### config.mk
export PLATFORM = sky130hd
export DESIGN_NAME = epi_core
export DESIGN_NICKNAME = d
export VERILOG_FILES = /design/src/inc/epi_pkg.sv /design/src/hw/epi_core.sv
export VERILOG_INCLUDE_DIRS = /design/src /design/src/inc
export SDC_FILE = /design/constraint.sdc
export NUM_CORES = 1
export LEC_CHECK = 0
export BUFFER_PORTS_ARGS = -buffer_cell sky130_fd_sc_hd__buf_2
export CAP_MARGIN = 15
export CELL_PAD_IN_SITES_DETAIL_PLACEMENT = 1
export CELL_PAD_IN_SITES_GLOBAL_PLACEMENT = 1
export CORE_MARGIN = 2
export CORE_UTILIZATION = 29
export DETAILED_ROUTE_END_ITERATION = 7
export GPL_TIMING_DRIVEN = 0
export PLACE_DENSITY_LB_ADDON = 0.2
export SYNTH_ARGS = -nofsm -noshare
export SYNTH_HDL_FRONTEND = slang
export SYNTH_SLANG_ARGS = --single-unit
### constraint.sdc
create_clock -name sys_clk -period 1.5 [get_ports sys_clk]
set_input_delay 0.15 -clock sys_clk [delete_from_list [all_inputs] [get_ports sys_clk]]
set_output_delay 0.15 -clock sys_clk [all_outputs]
set_load 0.01 [all_outputs]
### src/inc/epi_consts.svh
/*
  Constants of the external pin interrupt block: register offsets, field
  positions and reset values.
  Assumes inclusion by the package and the design file under its bare name.
*/
`ifndef EPI_CONSTS_SVH
`define EPI_CONSTS_SVH

`define EPI_ADDR_W         4
`define EPI_OFS_CTRL       4'h0
`define EPI_OFS_INT_STAT   4'h4
`define EPI_OFS_INT_MASK   4'h8
`define EPI_BIT_MODE       0
`define EPI_BIT_IE         1
`define EPI_BIT_ACK        2
`define EPI_BIT_FLAG       3
`define EPI_BIT_PE         4
`define EPI_BIT_POL        5
`define EPI_BIT_PDD        6
`define EPI_CTRL_RESET     8'h00
`define EPI_CTRL_WMASK     8'h73
`define EPI_STAT_W         2
`define EPI_STAT_EDGE      0
`define EPI_STAT_LEVEL     1

`endif

### src/inc/epi_pkg.sv
/*
  Types of the external pin interrupt block.
  Assumes epi_consts.svh on the include path.
*/
`include "epi_consts.svh"

package epi_pkg;

  typedef struct packed {
    logic [`EPI_ADDR_W-1:0] address;
    logic                   read;
    logic                   write;
    logic [31:0]            writedata;
  } epi_bus_req_t;

  typedef struct packed {
    logic [31:0] readdata;
    logic        waitrequest;
  } epi_bus_rsp_t;

  typedef struct packed {
    logic pull_up_en;
    logic pull_down_en;
  } epi_pull_t;

  typedef enum logic {
    EPI_BUS_IDLE,
    EPI_BUS_DONE
  } epi_bus_st_t;

  typedef struct packed {
    epi_bus_st_t             bus_st;
    logic [31:0]             readdata;
    logic [7:0]              ctrl;
    logic                    ext_event_flag;
    logic [`EPI_STAT_W-1:0]  int_stat;
    logic [`EPI_STAT_W-1:0]  int_mask;
    logic                    pin_meta;
    logic                    pin_sync;
    logic                    pin_prev;
    logic                    cpu_irq;
    logic                    sys_irq;
    epi_pull_t               pull;
  } epi_state_t;

endpackage : epi_pkg

### src/hw/epi_core.sv
/*
  External pin interrupt block: one request pin, polarity and mode control,
  sticky event flag with write-one acknowledge, pull device control, and an
  Avalon-MM register slave with waitrequest.
  Assumes a single clock sys_clk, synchronous active-high reset rst, and a
  pin input that is asynchronous to sys_clk.
*/
`include "epi_consts.svh"

module epi_core (
  input  wire logic                  sys_clk,
  input  wire logic                  rst,
  input  wire epi_pkg::epi_bus_req_t bus_req,
  output      epi_pkg::epi_bus_rsp_t bus_rsp,
  input  wire logic                  req_pin,
  output      epi_pkg::epi_pull_t    pull,
  output      logic                  cpu_irq,
  output      logic                  sys_irq
);
  import epi_pkg::*;

  epi_state_t s_r;
  epi_state_t s_nxt;

  // ---------------------------------------------------------------
  // Combined next-state logic
  // ---------------------------------------------------------------
  logic                   pe;
  logic                   pol;
  logic                   asserted;
  logic                   edge_hit;
  logic                   event_hit;
  logic                   wr_ctrl;
  logic                   wr_stat;
  logic                   wr_mask;
  logic                   ack;
  logic [`EPI_STAT_W-1:0] new_ev;
  logic [7:0]             ctrl_view;

  always_comb begin
    s_nxt = s_r;
    pe    = s_r.ctrl[`EPI_BIT_PE];
    pol   = s_r.ctrl[`EPI_BIT_POL];

    // Pin synchroniser; the second stage and its delayed copy pin_prev are looked at
    s_nxt.pin_meta = req_pin;
    s_nxt.pin_sync = s_r.pin_meta;
    s_nxt.pin_prev = s_r.pin_sync;

    // Polarity-aware detection
    asserted  = (s_r.pin_sync == pol);
    edge_hit  = asserted && (s_r.pin_prev != pol);
    event_hit = pe && (edge_hit ||
                (s_r.ctrl[`EPI_BIT_MODE] && asserted));

    // Bus decode: one-cycle wait then answer
    wr_ctrl = 1'b0;
    wr_stat = 1'b0;
    wr_mask = 1'b0;
    ctrl_view = s_r.ctrl;
    ctrl_view[`EPI_BIT_FLAG] = s_r.ext_event_flag;
    ctrl_view[`EPI_BIT_ACK]  = 1'b0;
    case (s_r.bus_st)
      EPI_BUS_IDLE: begin
        if (bus_req.read || bus_req.write) begin
          s_nxt.bus_st   = EPI_BUS_DONE;
          s_nxt.readdata = 32'h0000_0000;
          if (bus_req.read) begin
            if (bus_req.address == `EPI_OFS_CTRL) begin
              s_nxt.readdata = {24'h00_0000, ctrl_view};
            end else if (bus_req.address == `EPI_OFS_INT_STAT) begin
              s_nxt.readdata = {30'h0000_0000, s_r.int_stat};
            end else if (bus_req.address == `EPI_OFS_INT_MASK) begin
              s_nxt.readdata = {30'h0000_0000, s_r.int_mask};
            end
          end else begin
            if (bus_req.address == `EPI_OFS_CTRL) begin
              wr_ctrl = 1'b1;
            end else if (bus_req.address == `EPI_OFS_INT_STAT) begin
              wr_stat = 1'b1;
            end else if (bus_req.address == `EPI_OFS_INT_MASK) begin
              wr_mask = 1'b1;
            end
          end
        end
      end
      EPI_BUS_DONE: begin
        s_nxt.bus_st = EPI_BUS_IDLE;
      end
      default: begin
        s_nxt.bus_st = EPI_BUS_IDLE;
      end
    endcase

    // Control bits; flag and acknowledge bits are not stored
    if (wr_ctrl) begin
      s_nxt.ctrl = bus_req.writedata[7:0] & `EPI_CTRL_WMASK;
    end
    ack = wr_ctrl && bus_req.writedata[`EPI_BIT_ACK];

    // Sticky event flag: set beats acknowledge
    if (event_hit) begin
      s_nxt.ext_event_flag = 1'b1;
    end else if (ack) begin
      s_nxt.ext_event_flag = 1'b0;
    end

    // System interrupt status: write one to clear, set wins
    new_ev = '0;
    new_ev[`EPI_STAT_EDGE]  = pe && edge_hit;
    new_ev[`EPI_STAT_LEVEL] = event_hit && !edge_hit;
    if (wr_stat) begin
      s_nxt.int_stat = s_r.int_stat & ~bus_req.writedata[`EPI_STAT_W-1:0];
    end
    s_nxt.int_stat = s_nxt.int_stat | new_ev;
    if (wr_mask) begin
      s_nxt.int_mask = bus_req.writedata[`EPI_STAT_W-1:0];
    end
    s_nxt.sys_irq = |(s_nxt.int_stat & s_nxt.int_mask);

    // CPU request follows the flag while enabled
    s_nxt.cpu_irq = s_nxt.ext_event_flag && s_nxt.ctrl[`EPI_BIT_IE];

    // Pull device direction follows polarity
    s_nxt.pull.pull_up_en   = s_nxt.ctrl[`EPI_BIT_PE] &&
                              !s_nxt.ctrl[`EPI_BIT_PDD] &&
                              !s_nxt.ctrl[`EPI_BIT_POL];
    s_nxt.pull.pull_down_en = s_nxt.ctrl[`EPI_BIT_PE] &&
                              !s_nxt.ctrl[`EPI_BIT_PDD] &&
                              s_nxt.ctrl[`EPI_BIT_POL];
  end

  // ---------------------------------------------------------------
  // State register
  // ---------------------------------------------------------------
  always_ff @(posedge sys_clk) begin
    if (rst) begin
      s_r <= '{bus_st: EPI_BUS_IDLE, ctrl: `EPI_CTRL_RESET, default: '0};
    end else begin
      s_r <= s_nxt;
    end
  end

  assign bus_rsp.readdata    = s_r.readdata;
  assign bus_rsp.waitrequest = (s_r.bus_st == EPI_BUS_IDLE);
  assign pull                = s_r.pull;
  assign cpu_irq             = s_r.cpu_irq;
  assign sys_irq             = s_r.sys_irq;

endmodule // epi_core

==> summary.md <==
| Metric | Value |
|---|---|
| Class of the worst hold path | primary input to register |
| Clk Latency, worst-skew pair | 0.27 ns |
| Synthesized area | 0.001276 mm² |
| IO Count | 78 |
| Initial antenna violation count | 0 |
| Hold Path Depth | 2 |
| Post-DP HPWL | 2455 µm |
| CTS sink count | 24 |
| Crit path max fanout | 7 |
| Worst EP arrival | 1.55 ns |
| # fillers | 539 |
| Synth-to-layout area growth | 31.08% |
| Vias in the first global route | 1128 |
| Pwr dens | 844.3 mW/mm² |
| Clock Path Buffers | 2 |
| Sequential share of the synthesized area | 37.65% |
| EDFF count, synth | 0 |
| GRT Resource Usage Total | 12.99% |
| Outcome | completed |
| # diodes | 0 |
| Critical path, cell by cell | nor3b_2 > buf_4 > nand3_1 > mux2i_1 > o32ai_2 |
| Initial DRT Pass Iterations | 3 |
| Port bufs | 25 |
| Crit. End Element | register |
| Largest net degree at the start of global routing | 15 |
| Final Total Pwr | 1412 µW |
| Worst-Margin Slew | 0.6145 ns |
| Final Setup Violations | 0 |
| Setup slack, reg-to-reg | 0.12 ns |
| CTS Root Cell | clkbuf_8 |
| Wirelength, routed | 3122 µm |
| Mean Syn Cell Area | 8.682 µm² |
| Average wire per cell in the routed design | 12.15 µm |
| Commonest cells post-synth | 34 x buf_4, 24 x dfxtp_1, 10 x nand2_1, 10 x nor2_1, 9 x nand3_1 |
| Slowest CP cell | dfxtp_2 |
| Reg2reg start | s_r[52] |
| Fin worst setup slack | 0.1236 ns |
| CTS clk-pin slew, worst paths | 0.09 ns |
| WHS | 0.08291 ns |
| Top_reg_cell synth | dfxtp_1 |
| Leading post-synthesis cells by cell area | dfxtp_1 38%, buf_4 20%, nand3_1 3.5%, nor2b_1 3.4%, nand2_1 2.9% |
| Seq. cell area | 481.7 µm² |
| CORE AREA | 0.004294 mm² |
| Final Hold Violating Endpoints | 0 |
| Max transition margin | 58.72% |
| Worst Hold End | s_nxt[5] |
| Yosys cell types | 39 |
| Final nets | 247 |
| Final-report max-slew violation count | 0 |
| Multi-input gate area | 609.3 µm² |
| First-pass GRT wire length | 5168 µm |
| MaxCap Viol Count | 0 |
| Setup WS pre-CTS | -0.08611 ns |
| RSZ-0062 raised after global routing | false |
| Inst Count DP | 249 |
| RePlAce Congestion | 0.7561 |
| Critical Path Start Type | register |
| TNS Setup | 0 ns |
| FF-to-FF path depth | 5 |
| TritonCTS clock tree | built |
| Required time worst endpoint | 1.68 ns |
| # H-tree levels | 1 |
| Row cnt | 24 |
| Reg-to-reg endpoint | sys_irq |
| Crit-path max cell delay | 0.33 ns |
| Synthesized instance count | 147 |
| VDD IR max | 0.5047 mV |
| Die X | 70.34 µm |
| Crit Path Class | register to register |
| Routed vias | 1119 |
| Hold_sp | req_pin |
| Area leader, netlist | dfxtp_1 |
| Clock Skew | 0.007326 ns |
| ANT nets after route | 0 |
| Ys async rst share | 0% |
| P_leak | 0.0007937 µW |
| Vias per cell | 4.354 |
| Synth Warn # | 0 |
| Synthesized flop and latch total | 24 |
| Die height | 70.34 µm |
| Post-route minimum period | 1.376 ns |
| DR iter-0 viols | 17 |
| Initial Util | 29.72% |
| Die ar. | 0.004948 mm² |
| Drt drc | 0 |
| Share of cells above drive strength 1 | 38.54% |
| Period utilization | 91.76% |
| Area share of the largest cell type after synthesis | 37.65% |
| Grt ovf | 0 |
| Total CTS buffers | 3 |
| Fmax | 726.5 MHz |
| Top-count cell post-synth | buf_4 |
| Fin cells | 257 |
-- worst max-delay path: cells and delay by family (launching register included) --
kind / cells / cell delay (ns)
AND/OR/NAND/NOR: 2 / 0.33
multiplexers: 1 / 0.17
buffers and inverters: 1 / 0.19
flip-flops: 1 / 0.33
AO/OA/AOI/OAI: 1 / 0.26
-- how the worst max path moves through the flow --
stage | cells after the start | slack, ns | end | from
2_1_floorplan | 5 | 0.20 | sys_irq | s_r[52]
3_3_place_gp | 5 | -0.09 | sys_irq | s_r[52]
3_5_place_dp | 5 | -0.09 | sys_irq | s_r[52]
4_1_cts | 5 | 0.07 | sys_irq | s_r[52]
5_1_grt | 5 | 0.003 | sys_irq | s_r[52]
6_report | 5 | 0.12 | sys_irq | s_r[52]
-- cell type report --
cell class              count  share of cell area [%]
plain buffers              38                   16.45
multi-input cells         106                   36.42
repair buffers             29                   9.275
well taps                  52                   3.889
clock inverters             1                   1.795
clock buffers               3                   2.468
flip-flops and latches     24                   28.80
inverters                   4                  0.8975
-- routing by layer --
| layer | GRT usage [%] | up-vias | routed length (µm) |
|---|---|---|---|
| met5 | 0 | - | 0 |
| met4 | 5.128 | 0 | 46 |
| met3 | 1.876 | 6 | 111 |
| met2 | 23.06 | 26 | 1663 |
| met1 | 15.57 | 529 | 1300 |
| li1 | - | 558 | - |
-- power breakdown --
| part | total, µW | leakage (µW) | internal, µW | switching, µW |
|---|---|---|---|---|
| Clock | 569 | 0.0000357 | 357 | 213 |
| Combinational | 193 | 0.000564 | 89.7 | 103 |
| Sequential | 650 | 0.000194 | 644 | 5.71 |
| Total | 1410 | 0.000794 | 1090 | 322 |
-- logic make-up after synthesis --
family	count (synthesis)	synth area share [%]
simple gates	50	22.94
buf+inv	42	22.55
compound gates	26	13.63
flops	24	37.65
xor+xnor	2	1.373
mux	2	1.569
other cells	1	0.2938
-- placed cells by master (no fill, tap or decap), drive strengths merged --
| cell | count |
|---|---|
| a21bo | 1 |
| a21oi | 8 |
| a22oi | 4 |
| a311oi | 1 |
| a31oi | 2 |
| and2 | 1 |
| buf | 65 |
| bufinv | 1 |
| clkbuf | 5 |
| conb | 26 |
| dfxtp | 24 |
| inv | 4 |
| mux2i | 2 |
| nand2 | 11 |
| nand2b | 1 |
| nand3 | 9 |
| nand4b | 1 |
| nand4bb | 1 |
| nor2 | 11 |
| nor2b | 7 |
| nor3 | 2 |
| nor3b | 1 |
| nor4 | 1 |
| nor4b | 1 |
| o211ai | 2 |
| o21ai | 2 |
| o22ai | 3 |
| o2bb2ai | 1 |
| o31ai | 1 |
| o32ai | 1 |
| or2b | 1 |
| or3 | 1 |
| or4 | 1 |
| xnor2 | 1 |
| xor2 | 1 |
-- stage by stage --
step	util (%)	cell area [µm²]
3_5_place_dp	36.33	1560
6_report	38.96	1673
2_1_floorplan	-	1370
4_1_cts	38.58	1657
3_3_place_gp	36.33	1560
5_1_grt	38.96	1673
-- sequential cells by signal, indices dropped and copies added, names as in the netlist --
name and count:
bus_rsp 6, ctrl_view 6, s_r 6, pull 2, s_nxt 2, cpu_irq 1, sys_irq 1
-- timing repair --
item	CTS	global route
pin swaps	1	2
buffers inserted	3	2
gates resized for setup	1	2
setup endpoints to repair	1	1
hold buffers	0	0
No activity file was read; power rests on OpenSTA's default activity.
